$ cat config.mk
export PLATFORM = sky130hd
export DESIGN_NAME = umc_misc_ctrl
export DESIGN_NICKNAME = d
export VERILOG_FILES = /design/src/hdl/umc_pkg.sv /design/src/hdl/umc_idle_timer.sv /design/src/hdl/umc_ep_table.sv /design/src/hdl/umc_misc_ctrl.sv
export SDC_FILE = /design/constraint.sdc
export NUM_CORES = 1
export LEC_CHECK = 0
export BUFFER_PORTS_ARGS = -buffer_cell sky130_fd_sc_hd__buf_2
export CAP_MARGIN = 20
export CORE_ASPECT_RATIO = 0.5
export CORE_MARGIN = 2
export CORE_UTILIZATION = 30
export DETAILED_ROUTE_END_ITERATION = 10
export GPL_ROUTABILITY_DRIVEN = 0
export PLACE_DENSITY_LB_ADDON = 0.12
export SYNTH_ARGS = -nofsm -noshare
export SYNTH_HDL_FRONTEND = slang
export SYNTH_SLANG_ARGS = --single-unit
$ cat constraint.sdc
create_clock -name CLK_I -period 3.7 [get_ports CLK_I]
set_clock_uncertainty 0.05 [all_clocks]
set_input_delay 0.555 -clock CLK_I [delete_from_list [all_inputs] [get_ports CLK_I]]
set_output_delay 0.555 -clock CLK_I [all_outputs]
set_load 0.02 [all_outputs]
$ cat src/hdl/umc_pkg.sv
/*
 * Constants, types and helpers shared by the USB miscellaneous control block.
 * Assumes one 125 MHz clock and an APB register port with 32-bit data.
 */
// What this block does
// RULE1: End of bus reset sets end-of-reset flag; interrupt when enabled.
// RULE2: Bus reset returns all registers to reset values, controller stays enabled.
// RULE3: Firmware clears end-of-reset flag before the next reset is reported.
// RULE4: STALL only on control, bulk and interrupt endpoints, never isochronous.
// RULE5: Stall request on selected endpoint answers host's next request with STALL.
// RULE6: Firmware clears endpoint transfer flags before requesting a stall.
// RULE7: Transmitted STALL sets stall-sent flag; interrupt when enabled.
// RULE8: Firmware clears stall request and stall-sent flag after each STALL.
// RULE9: Valid SETUP PID on a control endpoint clears its stall request.
// RULE10: After clear-halt, firmware resets the endpoint so toggling restarts.
// RULE11: Start-of-frame PID sets frame-start flag; interrupt when enabled.
// RULE12: Firmware clears frame-start flag so the next frame gets reported.
// RULE13: Every start-of-frame token overwrites frame number low and high registers.
// RULE14: Last frame token sets CRC-good when valid, CRC-bad when corrupted.
// RULE15: Accepted DATA0 sets endpoint toggle bit; accepted DATA1 clears it.
// RULE16: Firmware endpoint reset clears the endpoint toggle bit.
// RULE17: Control SETUP starts with DATA0, then toggles, status ends with DATA1.
// RULE18: Firmware ignores toggle state on isochronous endpoints.
// RULE19: With clocks running, idle bus sets suspend flag; interrupt when enabled.
// RULE20: Clearing suspend flag idles the pad; firmware gates clock or re-suspends 3ms later.
// RULE21: Resume detection stays active with pad idle and clocks stopped.
// RULE22: Firmware sets USB clock gate before clearing PLL enable.
// RULE23: Interrupt asserted while any flag and its enable are set.
package umc_pkg;

  // ****************************************************************
  // Timing
  // ****************************************************************
  localparam int unsigned UMC_CLK_PERIOD_NS       = 8;
  localparam int unsigned UMC_SUSPEND_IDLE_NS     = 3000000;
  localparam int unsigned UMC_SUSPEND_IDLE_CYCLES =
    (UMC_SUSPEND_IDLE_NS + UMC_CLK_PERIOD_NS - 1) / UMC_CLK_PERIOD_NS;
  localparam int unsigned UMC_IDLE_CNT_W          = 20;

  // ****************************************************************
  // Sizes
  // ****************************************************************
  localparam int unsigned UMC_NUM_EP = 8;
  localparam int unsigned UMC_EP_W   = 3;
  localparam int unsigned UMC_EVT_W  = 3;

  // ****************************************************************
  // Register offsets
  // ****************************************************************
  localparam logic [7:0] UMC_OFS_CONTROL    = 8'h00;
  localparam logic [7:0] UMC_OFS_EVENT      = 8'h04;
  localparam logic [7:0] UMC_OFS_EVENT_EN   = 8'h08;
  localparam logic [7:0] UMC_OFS_EP_SELECT  = 8'h0c;
  localparam logic [7:0] UMC_OFS_EP_STATUS  = 8'h10;
  localparam logic [7:0] UMC_OFS_EP_CONFIG  = 8'h14;
  localparam logic [7:0] UMC_OFS_EP_RESET   = 8'h18;
  localparam logic [7:0] UMC_OFS_FRAME_LOW  = 8'h1c;
  localparam logic [7:0] UMC_OFS_FRAME_HIGH = 8'h20;
  localparam logic [7:0] UMC_OFS_EP_IRQ_EN  = 8'h24;

  // ****************************************************************
  // Field positions and reset values
  // ****************************************************************
  localparam int unsigned UMC_CTL_ENABLE      = 0;
  localparam int unsigned UMC_CTL_CLOCK_GATE  = 1;
  localparam int unsigned UMC_EVT_SUSPEND     = 0;
  localparam int unsigned UMC_EVT_FRAME_START = 1;
  localparam int unsigned UMC_EVT_END_RESET   = 2;
  localparam int unsigned UMC_ST_STALL_SENT   = 1;
  localparam int unsigned UMC_ST_STALL_REQ    = 5;
  localparam int unsigned UMC_ST_TOGGLE       = 6;
  localparam int unsigned UMC_FH_CRC_BAD      = 4;
  localparam int unsigned UMC_FH_CRC_GOOD     = 5;
  localparam logic [UMC_EVT_W-1:0] UMC_EVT_RESET_VAL = 3'h0;
  localparam logic [UMC_EVT_W-1:0] UMC_EVT_AFTER_BUS_RESET = 3'h4;

  // ****************************************************************
  // Types
  // ****************************************************************
  typedef enum logic [1:0] {
    UMC_EP_CONTROL = 2'h0,
    UMC_EP_ISO     = 2'h1,
    UMC_EP_BULK    = 2'h2,
    UMC_EP_INTR    = 2'h3
  } umc_ep_kind_type;

  typedef enum logic [1:0] {
    UMC_SUS_ACTIVE    = 2'b00,
    UMC_SUS_SUSPENDED = 2'b01,
    UMC_SUS_PAD_IDLE  = 2'b11
  } umc_sus_state_type;

  // Events from the packet engine, each flag a one-cycle pulse
  typedef struct packed {
    logic                bus_reset_end;
    logic                sof_valid;
    logic                sof_crc_ok;
    logic [10:0]         sof_frame;
    logic                setup_pid;
    logic                data_accept;
    logic                data_pid1;
    logic                stall_sent;
    logic [UMC_EP_W-1:0] ep;
  } umc_link_evt_type;

  typedef struct packed {
    logic                  wr_status;
    logic                  wr_config;
    logic [UMC_NUM_EP-1:0] rst_mask;
    logic [UMC_EP_W-1:0]   sel;
    logic [7:0]            wdata;
  } umc_ep_cmd_type;

  function automatic logic umc_ep_match(logic [UMC_EP_W-1:0] ep, int unsigned idx);
    return ep == idx[UMC_EP_W-1:0];
  endfunction

endpackage

$ cat src/hdl/umc_idle_timer.sv
/*
 * Bus idle timer: pulses once per full idle interval while enabled.
 * Assumes the idle level comes synchronous from the line receiver.
 */
`timescale 1ns/1ps
module umc_idle_timer
  import umc_pkg::*;
#(
  parameter int unsigned IDLE_CYCLES = UMC_SUSPEND_IDLE_CYCLES
) (
  input  wire logic clk_i,
  input  wire logic arst_n_i,
  input  wire logic enable_i,
  input  wire logic idle_i,
  output logic      pulse_o
);

  logic [UMC_IDLE_CNT_W-1:0] count;
  logic                      hit;

  assign hit = (count == UMC_IDLE_CNT_W'(IDLE_CYCLES - 1));

  // Restart after each pulse so an ungated clock reports again later
  always_ff @(posedge clk_i or negedge arst_n_i) begin
    if (!arst_n_i) begin
      count <= '0;
    end else if (!enable_i || !idle_i || hit) begin
      count <= '0;
    end else begin
      count <= count + 1'b1;
    end
  end

  always_ff @(posedge clk_i or negedge arst_n_i) begin
    if (!arst_n_i) begin
      pulse_o <= 1'b0;
    end else begin
      pulse_o <= enable_i && idle_i && hit; // RULE19
    end
  end

endmodule // umc_idle_timer

$ cat src/hdl/umc_ep_table.sv
/*
 * Per-endpoint stall, stall-sent, toggle and type state.
 * Assumes the packet engine drives the current token endpoint on evt_i.ep.
 */
`timescale 1ns/1ps
module umc_ep_table
  import umc_pkg::*;
(
  input  wire logic             clk_i,
  input  wire logic             arst_n_i,
  input  wire logic             flush_i,
  input  wire umc_ep_cmd_type   cmd_i,
  input  wire umc_link_evt_type evt_i,
  output logic [7:0]            sel_status_o,
  output umc_ep_kind_type       sel_kind_o,
  output logic                  link_stall_o,
  output logic                  link_data1_o,
  output logic [UMC_NUM_EP-1:0] stall_sent_o
);

  logic [UMC_NUM_EP-1:0] stall_req;
  logic [UMC_NUM_EP-1:0] stall_sent;
  logic [UMC_NUM_EP-1:0] toggle;
  umc_ep_kind_type       kind [UMC_NUM_EP];

  always_ff @(posedge clk_i or negedge arst_n_i) begin
    if (!arst_n_i) begin
      for (int i = 0; i < UMC_NUM_EP; i++) kind[i] <= UMC_EP_CONTROL;
    end else if (flush_i) begin
      for (int i = 0; i < UMC_NUM_EP; i++) kind[i] <= UMC_EP_CONTROL; // RULE2
    end else if (cmd_i.wr_config) begin
      kind[cmd_i.sel] <= umc_ep_kind_type'(cmd_i.wdata[1:0]);
    end
  end

  // Hardware clear by SETUP comes last so it beats a same-cycle write
  always_ff @(posedge clk_i or negedge arst_n_i) begin
    if (!arst_n_i) begin
      stall_req <= '0;
    end else if (flush_i) begin
      stall_req <= '0; // RULE2
    end else begin
      for (int i = 0; i < UMC_NUM_EP; i++) begin
        if (cmd_i.wr_status && umc_ep_match(cmd_i.sel, i) && kind[i] != UMC_EP_ISO) begin
          stall_req[i] <= cmd_i.wdata[UMC_ST_STALL_REQ]; // RULE4
        end
        if (evt_i.setup_pid && umc_ep_match(evt_i.ep, i) && kind[i] == UMC_EP_CONTROL) begin
          stall_req[i] <= 1'b0; // RULE9
        end
      end
    end
  end

  always_ff @(posedge clk_i or negedge arst_n_i) begin
    if (!arst_n_i) begin
      stall_sent <= '0;
    end else if (flush_i) begin
      stall_sent <= '0;
    end else begin
      for (int i = 0; i < UMC_NUM_EP; i++) begin
        if (cmd_i.wr_status && umc_ep_match(cmd_i.sel, i) && !cmd_i.wdata[UMC_ST_STALL_SENT]) begin
          stall_sent[i] <= 1'b0;
        end
        if (evt_i.stall_sent && umc_ep_match(evt_i.ep, i)) begin
          stall_sent[i] <= 1'b1; // RULE7
        end
      end
    end
  end

  // Set means the last accepted packet was DATA0, so DATA1 comes next
  always_ff @(posedge clk_i or negedge arst_n_i) begin
    if (!arst_n_i) begin
      toggle <= '0;
    end else if (flush_i) begin
      toggle <= '0;
    end else begin
      for (int i = 0; i < UMC_NUM_EP; i++) begin
        if (cmd_i.rst_mask[i]) begin
          toggle[i] <= 1'b0; // RULE16
        end
        if (umc_ep_match(evt_i.ep, i)) begin
          if (evt_i.setup_pid && kind[i] == UMC_EP_CONTROL) begin
            toggle[i] <= 1'b1; // RULE17
          end else if (evt_i.data_accept) begin
            toggle[i] <= !evt_i.data_pid1; // RULE15
          end
        end
      end
    end
  end

  always_comb begin
    sel_status_o                    = 8'h00;
    sel_status_o[UMC_ST_STALL_SENT] = stall_sent[cmd_i.sel];
    sel_status_o[UMC_ST_STALL_REQ]  = stall_req[cmd_i.sel];
    sel_status_o[UMC_ST_TOGGLE]     = toggle[cmd_i.sel];
  end

  assign sel_kind_o   = kind[cmd_i.sel];
  assign link_stall_o = stall_req[evt_i.ep] && kind[evt_i.ep] != UMC_EP_ISO; // RULE5
  assign link_data1_o = toggle[evt_i.ep];
  assign stall_sent_o = stall_sent;

endmodule // umc_ep_table

$ cat src/hdl/umc_misc_ctrl.sv
/*
 * USB miscellaneous control: bus reset, stall, frame, toggle and suspend.
 * Assumes an APB master on the same clock and a packet engine that
 * delivers synchronous one-cycle event pulses.
 */
// Local design decisions: the APB register port and the placing of the registers.
`timescale 1ns/1ps
module umc_misc_ctrl
  import umc_pkg::*;
#(
  parameter int unsigned SUSPEND_IDLE_CYCLES = UMC_SUSPEND_IDLE_CYCLES
) (
  input  wire logic             CLK_I,
  input  wire logic             ARST_N_I,
  input  wire logic             PSEL_I,
  input  wire logic             PENABLE_I,
  input  wire logic             PWRITE_I,
  input  wire logic [7:0]       PADDR_I,
  input  wire logic [31:0]      PWDATA_I,
  output logic [31:0]           PRDATA_O,
  output logic                  PREADY_O,
  output logic                  PSLVERR_O,
  input  wire umc_link_evt_type LINK_EVT_I,
  input  wire logic             BUS_IDLE_I,
  input  wire logic             BUS_ACTIVE_I,
  output logic                  STALL_ANSWER_O,
  output logic                  TX_DATA1_O,
  output logic                  USB_ENABLE_O,
  output logic                  USB_CLOCK_GATE_O,
  output logic                  PAD_IDLE_O,
  output logic                  RESUME_DET_O,
  output logic                  USB_IRQ_O
);

  // ****************************************************************
  // Declarations
  // ****************************************************************
  logic                  usb_enable;
  logic                  usb_clock_gate;
  logic [UMC_EVT_W-1:0]  usb_event;
  logic [UMC_EVT_W-1:0]  next_usb_event;
  logic [UMC_EVT_W-1:0]  event_en;
  logic [UMC_EP_W-1:0]   endpoint_select;
  logic [UMC_NUM_EP-1:0] ep_irq_en;
  logic [7:0]            frame_number_low;
  logic [2:0]            frame_number_high;
  logic                  frame_crc_good;
  logic                  frame_crc_bad;
  umc_sus_state_type     sus_state;
  umc_sus_state_type     next_sus_state;
  logic                  bus_reset;
  logic                  wr_en;
  logic                  rd_setup;
  logic                  suspend_clear;
  logic                  idle_pulse;
  logic [7:0]            sel_status;
  umc_ep_kind_type       sel_kind;
  logic [UMC_NUM_EP-1:0] stall_sent_vec;
  umc_ep_cmd_type        ep_cmd;
  logic [31:0]           read_word;

  // ****************************************************************
  // Address decode
  // ****************************************************************
  function automatic logic addr_mapped(logic [7:0] addr);
    return addr == UMC_OFS_CONTROL || addr == UMC_OFS_EVENT ||
           addr == UMC_OFS_EVENT_EN || addr == UMC_OFS_EP_SELECT ||
           addr == UMC_OFS_EP_STATUS || addr == UMC_OFS_EP_CONFIG ||
           addr == UMC_OFS_EP_RESET || addr == UMC_OFS_FRAME_LOW ||
           addr == UMC_OFS_FRAME_HIGH || addr == UMC_OFS_EP_IRQ_EN;
  endfunction

  function automatic logic wr_hit(logic en, logic [7:0] addr, logic [7:0] ofs);
    return en && addr == ofs;
  endfunction

  // Zero wait states: every access completes in its first access cycle
  assign PREADY_O  = 1'b1;
  assign PSLVERR_O = PSEL_I && PENABLE_I && !addr_mapped(PADDR_I);
  assign wr_en     = PSEL_I && PENABLE_I && PWRITE_I && addr_mapped(PADDR_I);
  assign rd_setup  = PSEL_I && !PENABLE_I && !PWRITE_I;
  assign bus_reset = LINK_EVT_I.bus_reset_end;

  // Clearing a set suspend flag is the cue to idle the pad
  assign suspend_clear = wr_hit(wr_en, PADDR_I, UMC_OFS_EVENT) &&
                         usb_event[UMC_EVT_SUSPEND] && !PWDATA_I[UMC_EVT_SUSPEND];

  // ****************************************************************
  // Control register
  // ****************************************************************
  // Bus reset leaves the enable alone so the controller keeps running
  always_ff @(posedge CLK_I or negedge ARST_N_I) begin
    if (!ARST_N_I) begin
      usb_enable <= 1'b0;
    end else if (wr_hit(wr_en, PADDR_I, UMC_OFS_CONTROL)) begin
      usb_enable <= PWDATA_I[UMC_CTL_ENABLE]; // RULE2
    end
  end

  always_ff @(posedge CLK_I or negedge ARST_N_I) begin
    if (!ARST_N_I) begin
      usb_clock_gate <= 1'b0;
    end else if (bus_reset) begin
      usb_clock_gate <= 1'b0; // RULE2
    end else if (wr_hit(wr_en, PADDR_I, UMC_OFS_CONTROL)) begin
      usb_clock_gate <= PWDATA_I[UMC_CTL_CLOCK_GATE];
    end
  end

  // ****************************************************************
  // Event register
  // ****************************************************************
  // Write zero to clear; a hardware set in the same cycle wins
  always_comb begin
    next_usb_event = usb_event;
    if (wr_hit(wr_en, PADDR_I, UMC_OFS_EVENT)) begin
      next_usb_event = usb_event & PWDATA_I[UMC_EVT_W-1:0];
    end
    if (LINK_EVT_I.sof_valid) begin
      next_usb_event[UMC_EVT_FRAME_START] = 1'b1; // RULE11
    end
    if (idle_pulse) begin
      next_usb_event[UMC_EVT_SUSPEND] = 1'b1; // RULE19
    end
  end

  always_ff @(posedge CLK_I or negedge ARST_N_I) begin
    if (!ARST_N_I) begin
      usb_event <= UMC_EVT_RESET_VAL;
    end else if (bus_reset) begin
      usb_event <= UMC_EVT_AFTER_BUS_RESET; // RULE1
    end else begin
      usb_event <= next_usb_event;
    end
  end

  always_ff @(posedge CLK_I or negedge ARST_N_I) begin
    if (!ARST_N_I) begin
      event_en <= '0;
    end else if (bus_reset) begin
      event_en <= '0; // RULE2
    end else if (wr_hit(wr_en, PADDR_I, UMC_OFS_EVENT_EN)) begin
      event_en <= PWDATA_I[UMC_EVT_W-1:0];
    end
  end

  // ****************************************************************
  // Endpoint selection and interrupt enables
  // ****************************************************************
  always_ff @(posedge CLK_I or negedge ARST_N_I) begin
    if (!ARST_N_I) begin
      endpoint_select <= '0;
    end else if (bus_reset) begin
      endpoint_select <= '0; // RULE2
    end else if (wr_hit(wr_en, PADDR_I, UMC_OFS_EP_SELECT)) begin
      endpoint_select <= PWDATA_I[UMC_EP_W-1:0];
    end
  end

  always_ff @(posedge CLK_I or negedge ARST_N_I) begin
    if (!ARST_N_I) begin
      ep_irq_en <= '0;
    end else if (bus_reset) begin
      ep_irq_en <= '0; // RULE2
    end else if (wr_hit(wr_en, PADDR_I, UMC_OFS_EP_IRQ_EN)) begin
      ep_irq_en <= PWDATA_I[UMC_NUM_EP-1:0];
    end
  end

  // Endpoint reset is a write-only strobe, one bit per endpoint
  always_comb begin
    ep_cmd           = '0;
    ep_cmd.wr_status = wr_hit(wr_en, PADDR_I, UMC_OFS_EP_STATUS);
    ep_cmd.wr_config = wr_hit(wr_en, PADDR_I, UMC_OFS_EP_CONFIG);
    ep_cmd.sel       = endpoint_select;
    ep_cmd.wdata     = PWDATA_I[7:0];
    if (wr_hit(wr_en, PADDR_I, UMC_OFS_EP_RESET)) begin
      ep_cmd.rst_mask = PWDATA_I[UMC_NUM_EP-1:0]; // RULE16
    end
  end

  umc_ep_table u_ep_table (
    .clk_i        (CLK_I),
    .arst_n_i     (ARST_N_I),
    .flush_i      (bus_reset),
    .cmd_i        (ep_cmd),
    .evt_i        (LINK_EVT_I),
    .sel_status_o (sel_status),
    .sel_kind_o   (sel_kind),
    .link_stall_o (STALL_ANSWER_O),
    .link_data1_o (TX_DATA1_O),
    .stall_sent_o (stall_sent_vec)
  );

  // ****************************************************************
  // Frame number capture
  // ****************************************************************
  always_ff @(posedge CLK_I or negedge ARST_N_I) begin
    if (!ARST_N_I) begin
      frame_number_low  <= 8'h00;
      frame_number_high <= 3'h0;
    end else if (bus_reset) begin
      frame_number_low  <= 8'h00;
      frame_number_high <= 3'h0;
    end else if (LINK_EVT_I.sof_valid) begin
      frame_number_low  <= LINK_EVT_I.sof_frame[7:0]; // RULE13
      frame_number_high <= LINK_EVT_I.sof_frame[10:8];
    end
  end

  always_ff @(posedge CLK_I or negedge ARST_N_I) begin
    if (!ARST_N_I) begin
      frame_crc_good <= 1'b0;
      frame_crc_bad  <= 1'b0;
    end else if (bus_reset) begin
      frame_crc_good <= 1'b0;
      frame_crc_bad  <= 1'b0;
    end else if (LINK_EVT_I.sof_valid) begin
      frame_crc_good <= LINK_EVT_I.sof_crc_ok; // RULE14
      frame_crc_bad  <= !LINK_EVT_I.sof_crc_ok;
    end
  end

  // ****************************************************************
  // Suspend and pad control
  // ****************************************************************
  // Timer only runs with the clock ungated, so gating stops re-suspend
  umc_idle_timer #(
    .IDLE_CYCLES (SUSPEND_IDLE_CYCLES)
  ) u_idle_timer (
    .clk_i    (CLK_I),
    .arst_n_i (ARST_N_I),
    .enable_i (usb_enable && !usb_clock_gate), // RULE19
    .idle_i   (BUS_IDLE_I),
    .pulse_o  (idle_pulse)
  );

  always_comb begin
    next_sus_state = sus_state;
    unique case (sus_state)
      UMC_SUS_ACTIVE: begin
        if (idle_pulse) next_sus_state = UMC_SUS_SUSPENDED;
      end
      UMC_SUS_SUSPENDED: begin
        if (suspend_clear) next_sus_state = UMC_SUS_PAD_IDLE; // RULE20
      end
      UMC_SUS_PAD_IDLE: begin
        if (BUS_ACTIVE_I) begin
          next_sus_state = UMC_SUS_ACTIVE; // RULE21
        end else if (idle_pulse) begin
          next_sus_state = UMC_SUS_SUSPENDED; // RULE20
        end
      end
      default: next_sus_state = UMC_SUS_ACTIVE;
    endcase
  end

  always_ff @(posedge CLK_I or negedge ARST_N_I) begin
    if (!ARST_N_I) begin
      sus_state <= UMC_SUS_ACTIVE;
    end else if (bus_reset) begin
      sus_state <= UMC_SUS_ACTIVE; // RULE2
    end else begin
      sus_state <= next_sus_state;
    end
  end

  // Resume path is pure logic so it works with the clock stopped
  assign RESUME_DET_O     = (sus_state == UMC_SUS_PAD_IDLE) && BUS_ACTIVE_I; // RULE21
  assign PAD_IDLE_O       = (sus_state == UMC_SUS_PAD_IDLE);
  assign USB_ENABLE_O     = usb_enable;
  assign USB_CLOCK_GATE_O = usb_clock_gate;

  // ****************************************************************
  // Interrupt request
  // ****************************************************************
  always_ff @(posedge CLK_I or negedge ARST_N_I) begin
    if (!ARST_N_I) begin
      USB_IRQ_O <= 1'b0;
    end else begin
      USB_IRQ_O <= (|(usb_event & event_en)) || (|(stall_sent_vec & ep_irq_en)); // RULE23
    end
  end

  // ****************************************************************
  // Read data
  // ****************************************************************
  always_comb begin
    read_word = 32'h0000_0000;
    unique case (PADDR_I)
      UMC_OFS_CONTROL: begin
        read_word[UMC_CTL_ENABLE]     = usb_enable;
        read_word[UMC_CTL_CLOCK_GATE] = usb_clock_gate;
      end
      UMC_OFS_EVENT:      read_word[UMC_EVT_W-1:0]  = usb_event;
      UMC_OFS_EVENT_EN:   read_word[UMC_EVT_W-1:0]  = event_en;
      UMC_OFS_EP_SELECT:  read_word[UMC_EP_W-1:0]   = endpoint_select;
      UMC_OFS_EP_STATUS:  read_word[7:0]            = sel_status;
      UMC_OFS_EP_CONFIG:  read_word[1:0]            = sel_kind;
      UMC_OFS_FRAME_LOW:  read_word[7:0]            = frame_number_low;
      UMC_OFS_FRAME_HIGH: begin
        read_word[2:0]             = frame_number_high;
        read_word[UMC_FH_CRC_BAD]  = frame_crc_bad;
        read_word[UMC_FH_CRC_GOOD] = frame_crc_good;
      end
      UMC_OFS_EP_IRQ_EN:  read_word[UMC_NUM_EP-1:0] = ep_irq_en;
      default:            read_word                 = 32'h0000_0000;
    endcase
  end

  // Sampled in the setup cycle; holds through the access cycle
  always_ff @(posedge CLK_I or negedge ARST_N_I) begin
    if (!ARST_N_I) begin
      PRDATA_O <= 32'h0000_0000;
    end else if (rd_setup) begin
      PRDATA_O <= read_word;
    end
  end

endmodule // umc_misc_ctrl

## Yosys cells after proc, flatten, opt, wreduce, memory -nomap -nowiden

Cells that the tools add are included.

- Magnitude comparators: 5
- Reductions and logical operators: 139
- Mux-type cells: 120
- Bitwise gates (word level): 5
- Equality and inequality tests: 36
- Add/sub/neg operators: 1

Operator list:

| cell | number |
|---|---|
| $logic_and A1 B1 Y1 | 78 |
| $mux W1 | 77 |
| $mux W8 | 8 |
| $reduce_bool A3 Y1 | 18 |
| $eq A8 B5 Y1 const B | 4 |
| $mux W16 | 2 |
| $eq A3 B3 Y1 const B | 8 |
| $mux W3 | 8 |
| $add A20 B1 Y20 const B | 1 |
| $eq A20 B19 Y1 const B | 1 |
| $mux W20 | 1 |
| $logic_not A2 Y1 | 9 |
| $mux W2 | 9 |
| $ne A2 B1 Y1 const B | 9 |
| $pmux W2 S9 | 1 |
| $bwmux W16 | 1 |
| $eq A8 B4 Y1 const B | 2 |
| $eq A8 B6 Y1 const B | 2 |
| $bmux W1 S3 | 5 |
| $reduce_bool A2 Y1 | 7 |
| $bmux W2 S3 | 2 |
| $eq A3 B2 Y1 const B | 4 |
| $logic_or A1 B1 Y1 | 12 |
| $pmux W2 S3 | 2 |
| 20 further kinds | 35 |

- Register bits after elaboration: 104
- Input bits: 68

## Longest topological paths before layout

- Depth in word-level cells: 18
- Mapped depth: 7
- Gate-level depth less buffers: 6

## Modules after synthesis

A second synthesis with hierarchy kept.

- Cells, all modules: 668
- Area total of the unflattened synthesis: 6,381.1 um^2

By module, submodules not included:

| module | times used | area each (um^2) | seq. area each (um^2) | cells an instance |
|---|---|---|---|---|
| umc_misc_ctrl | 1 | 2,691.3 | 1,076.0 | 294 |
| umc_ep_table | 1 | 2,598.7 | 1,001.0 | 267 |
| umc_idle_timer | 1 | 1,091.0 | 525.5 | 107 |

## Worst setup path before layout

No wires, ideal clock.

- Path kind: input port to output port
- Start: input LINK_EVT_I[1] (netlist bit)
- End: output TX_DATA1_O
- Required time: 3.095 ns
- Arrival: 1.681 ns
- Slack: 1.414 ns
- Cell stages on the path: 4
- Cell sequence: clkbuf_1 -> clkbuf_1 -> mux4_2 -> mux2_2

- Longest elaborated chain between the ends: 2

RTL lines:

| item | line | text |
|---|---|---|
| start, declared | umc_misc_ctrl.sv:23 | `input wire umc_link_evt_type LINK_EVT_I,` |
| $bmux W1 S3 | umc_ep_table.sv:102 | `assign link_data1_o = toggle[evt_i.ep];` |
| $mux W1 (implied by the code) | umc_ep_table.sv:102 |  |
| end, declared | umc_misc_ctrl.sv:27 | `output logic TX_DATA1_O,` |

Every way passes these cells. The select of a mux whose other input is x is not followed.

## Worst setup path in the final report

- Start: register endpoint_select[0]
- End: register PRDATA_O[0]

- Longest elaborated chain between the ends: 5

RTL lines:

| item | line | text |
|---|---|---|
| start, declared | umc_misc_ctrl.sv:43 | `logic [UMC_EP_W-1:0] endpoint_select;` |
| start signal, assigned | umc_misc_ctrl.sv:156 | `endpoint_select <= PWDATA_I[UMC_EP_W-1:0];` |
| $not A3 Y4 (implied by the code) | umc_ep_table.sv:100 | `assign sel_kind_o = kind[cmd_i.sel];` |
| $bmux W2 S3 | umc_ep_table.sv:100 |  |
| $mux W2 (implied by the code) (2 in series) | umc_ep_table.sv:100 |  |
| $pmux W2 S9 * | umc_misc_ctrl.sv:290 | `unique case (PADDR_I)` |
| end signal, assigned | umc_misc_ctrl.sv:316 | `PRDATA_O <= read_word;` |
| end, declared | umc_misc_ctrl.sv:20 | `output logic [31:0] PRDATA_O,` |

Every way passes the cells marked *; elsewhere a longest branch is shown, timed or not. The select of a mux whose other input is x is not followed.
A chain may end at the register's enable or synchronous reset.

==> out/metrics.yaml <==
die:
  die-width_um: 205
  coreArea_sq_um: 19700
  dieArea_sq_um: 21500
  fp-row-count: 36
  pin_count: 109
  initial_core_util: 0.309
  fp.dieH_um: 105
cts:
  postCtsSetupBuffers: 0
  clk_pin_slew_ns: 0.08
  cts-root-buf: "clkbuf_16"
  cts_max_level: 3
  cts_hold_buf: 0
  clock_sinks: 104
  cts_buffers: 9
  cts_tree: "done"
  clk_latency_ns: 0.36
  clock_path_buffers: 2
  cts_resized: 0
outcome:
  status: "completed"
timing:
  drv_slew: 0
  worst_pin_slew_ns: 1.07
  max-slew-margin-rel: 0.285
  fin_crit_ns: 2.53
  setup_viol: 0
  rsz0062_at_grt: "false"
  min_period_over_period: 0.684
  max_freq_mhz: 395
  finalHoldViolations: 0
  fin_tns_setup_ns: 0
critical_path:
  critPathKind: "register to register"
  arrival_ns: 2.72
  crit_path_start_kind: "register"
  cp_max_fo: 20
  cp.required_ns: 3.89
  critPathCaptureType: "register"
grt:
  antenna_found_initial: 2
  grt_pass1_vias: 4889
  grt.overflow.total: 0
  grt_pass1_wl_um: 28800
  grt_start_max_net_pins: 59
  grt_usage: 0.174
synthesis:
  syn_inst: 658
  synth_edf_count: 0
  ys_seq_elements: 104
  ys_types: 58
  syn_area_per_cell_sq_um: 9.25
  ys_warn_count: 0
  synthesis.area_sq_um: 6080
  synth_top_area_cell: "dfrtp_1"
  yosysSeqAreaShare: 0.428
  synth-async-reset-ratio: 1.00
  synth.area.top_cells: "dfrtp_1 (43%), mux2i_1 (7.9%), nand2_1 (4.7%)"
  yosysTopAreaCellShare: 0.428
  synth_flop_cell: "dfrtp_1"
route:
  routed_wl_um: 17800
  initialDrtViolationCount: 360
  wl_per_cell_um: 18.4
  ant_nets: 0
  num_vias: 4911
  drtPass1Iterations: 5
  viasPerCell: 5.08
  drc: 0
pwr:
  max-vdd-ir-drop_uv: 198
  p_seq_frac: 0.485
  powerDensity_nw_per_um2: 357
  pwr-share-comb: 0.100
  p_sw_mw: 0.666
  switching_share: 0.274
  p_leak_nw: 2.79
  intPower_mw: 1.77
  clock_power_share: 0.416
run:
  cap_violations: 0
layout:
  design_area_sq_um: 6820
  fin_nets: 764
  syn2layout_area_growth_pct: 12.2
  fill_cells: 2044
  seqCellArea_sq_um: 2600
  drive_gt1_frac: 0.163
  final_cell_mix: "dfrtp_1 (104), nand2_1 (76), nor2_1 (76), buf_2 (58), mux2i_1 (48)"
  final_common_cell: "dfrtp_1"
  multi_input_area_sq_um: 3180
placed_design:
  post_dp_cell_area_sq_um: 6520
  port_buffers: 59
  hpwl_um: 12600
min_path:
  hp-class: "input pin to async pin"
## synthesized netlist by cell type, types with 10 or more instances
| master | instances |
|---|---|
| a221oi_1 | 10 |
| mux2i_1 | 48 |
| buf_2 | 10 |
| buf_4 | 25 |
| nand2_1 | 76 |
| nor3_1 | 12 |
| nand2b_1 | 10 |
| nor3b_1 | 13 |
| dfrtp_1 | 104 |
| o21ai_0 | 35 |
| a21oi_1 | 37 |
| nor2_1 | 76 |
| nand3_1 | 31 |
| clkbuf_1 | 21 |
## worst max-delay path, cell delays in order, from the launching register on
cell and delay [ns]:
dfrtp_1 1.05, mux4_2 0.62, mux2i_1 0.29, o22ai_1 0.13, a21oi_1 0.15, mux2i_1 0.10
## sequential cells by signal, indices dropped and copies added (netlist names), 8 cells and up
signal                   cells
PRDATA_O                     8
ep_irq_en                    8
u_ep_table.toggle            8
u_idle_timer.count          20
frame_number_low             8
u_ep_table.kind             16
u_ep_table.stall_sent_o      8
u_ep_table.stall_req         8
## power by group through the flow
stage	sequential (mW)	combinational [mW]	clock, mW
6_report	1.18	0.242	1.01
5_1_grt	1.18	0.267	1.09
4_1_cts	1.18	0.247	1.04
3_5_place_dp	1.20	0.247	0
3_3_place_gp	1.20	0.245	0
2_1_floorplan	1.21	0.147	0
## layer usage
metal | GRT usage | part of all wire | up-vias
met5 | 0 | 0.00073 | -
met4 | 0.0262 | 0.0050 | 2
met3 | 0.0356 | 0.043 | 8
met2 | 0.272 | 0.45 | 92
met1 | 0.253 | 0.50 | 2455
li1 | - | - | 2354
## cell families (layout without fill, tap and decap cells)
kind of cell,count (synthesis),after routing,synth area share
AO/OA/AOI/OAI,123,123,0.126
buffers and inverters,72,91,0.0648
other,2,26,0.00123
multiplexers,61,61,0.114
AND/OR/NAND/NOR,277,277,0.238
adder cells (fa/ha/maj),1,1,0.00206
XOR/XNOR,18,18,0.0259
flip-flops,104,104,0.428
## metrics by stage
stage / hold slack, ns / std cells / total power [mW] / util / setup slack [ns]
after floorplan: 0.209 / 681 / 1.36 / - / 1.41
after global placement: 0.392 / 950 / 1.45 / 0.331 / 1.03
after detailed placement: 0.394 / 950 / 1.45 / 0.331 / 0.985
after CTS: 0.253 / 966 / 2.47 / 0.347 / 1.13
after global routing: 0.273 / 966 / 2.54 / 0.347 / 1.02
final: 0.215 / 967 / 2.43 / 0.347 / 1.17
## area by class of cell
cell class                      instances  area share
Antenna cell                            1    0.000367
Sequential cell                       104       0.381
Multi-Input combinational cell        505       0.466
Tap cell                              266      0.0488
Inverter                                7     0.00385
Clock inverter                          7      0.0116
Timing Repair Buffer                   68      0.0554
Clock buffer                            9      0.0330
## worst paths after layout
kind | from | to | slack (ns) | cells after the start
worst max-delay path | endpoint_select[0]$_DFFE_PN0P_ | PRDATA_O[0]$_DFFE_PN0P_ | 1.17 | 5
worst min-delay path | ARST_N_I | u_idle_timer.count[3]$_DFF_PN0_ | 0.21 | 1
worst max register to register | endpoint_select[0]$_DFFE_PN0P_ | PRDATA_O[0]$_DFFE_PN0P_ | 1.17 | 5
worst min register to register | u_idle_timer.count[0]$_DFF_PN0_ | u_idle_timer.count[0]$_DFF_PN0_ | 0.40 | 1
max in group asynchronous | ARST_N_I | u_ep_table.toggle[2]$_DFF_PN0_ | 2.60 | 2
min in group CLK_I | LINK_EVT_I[18] | frame_crc_bad$_DFFE_PN0P_ | 0.35 | 2
Power figures use the tool's default switching activity.
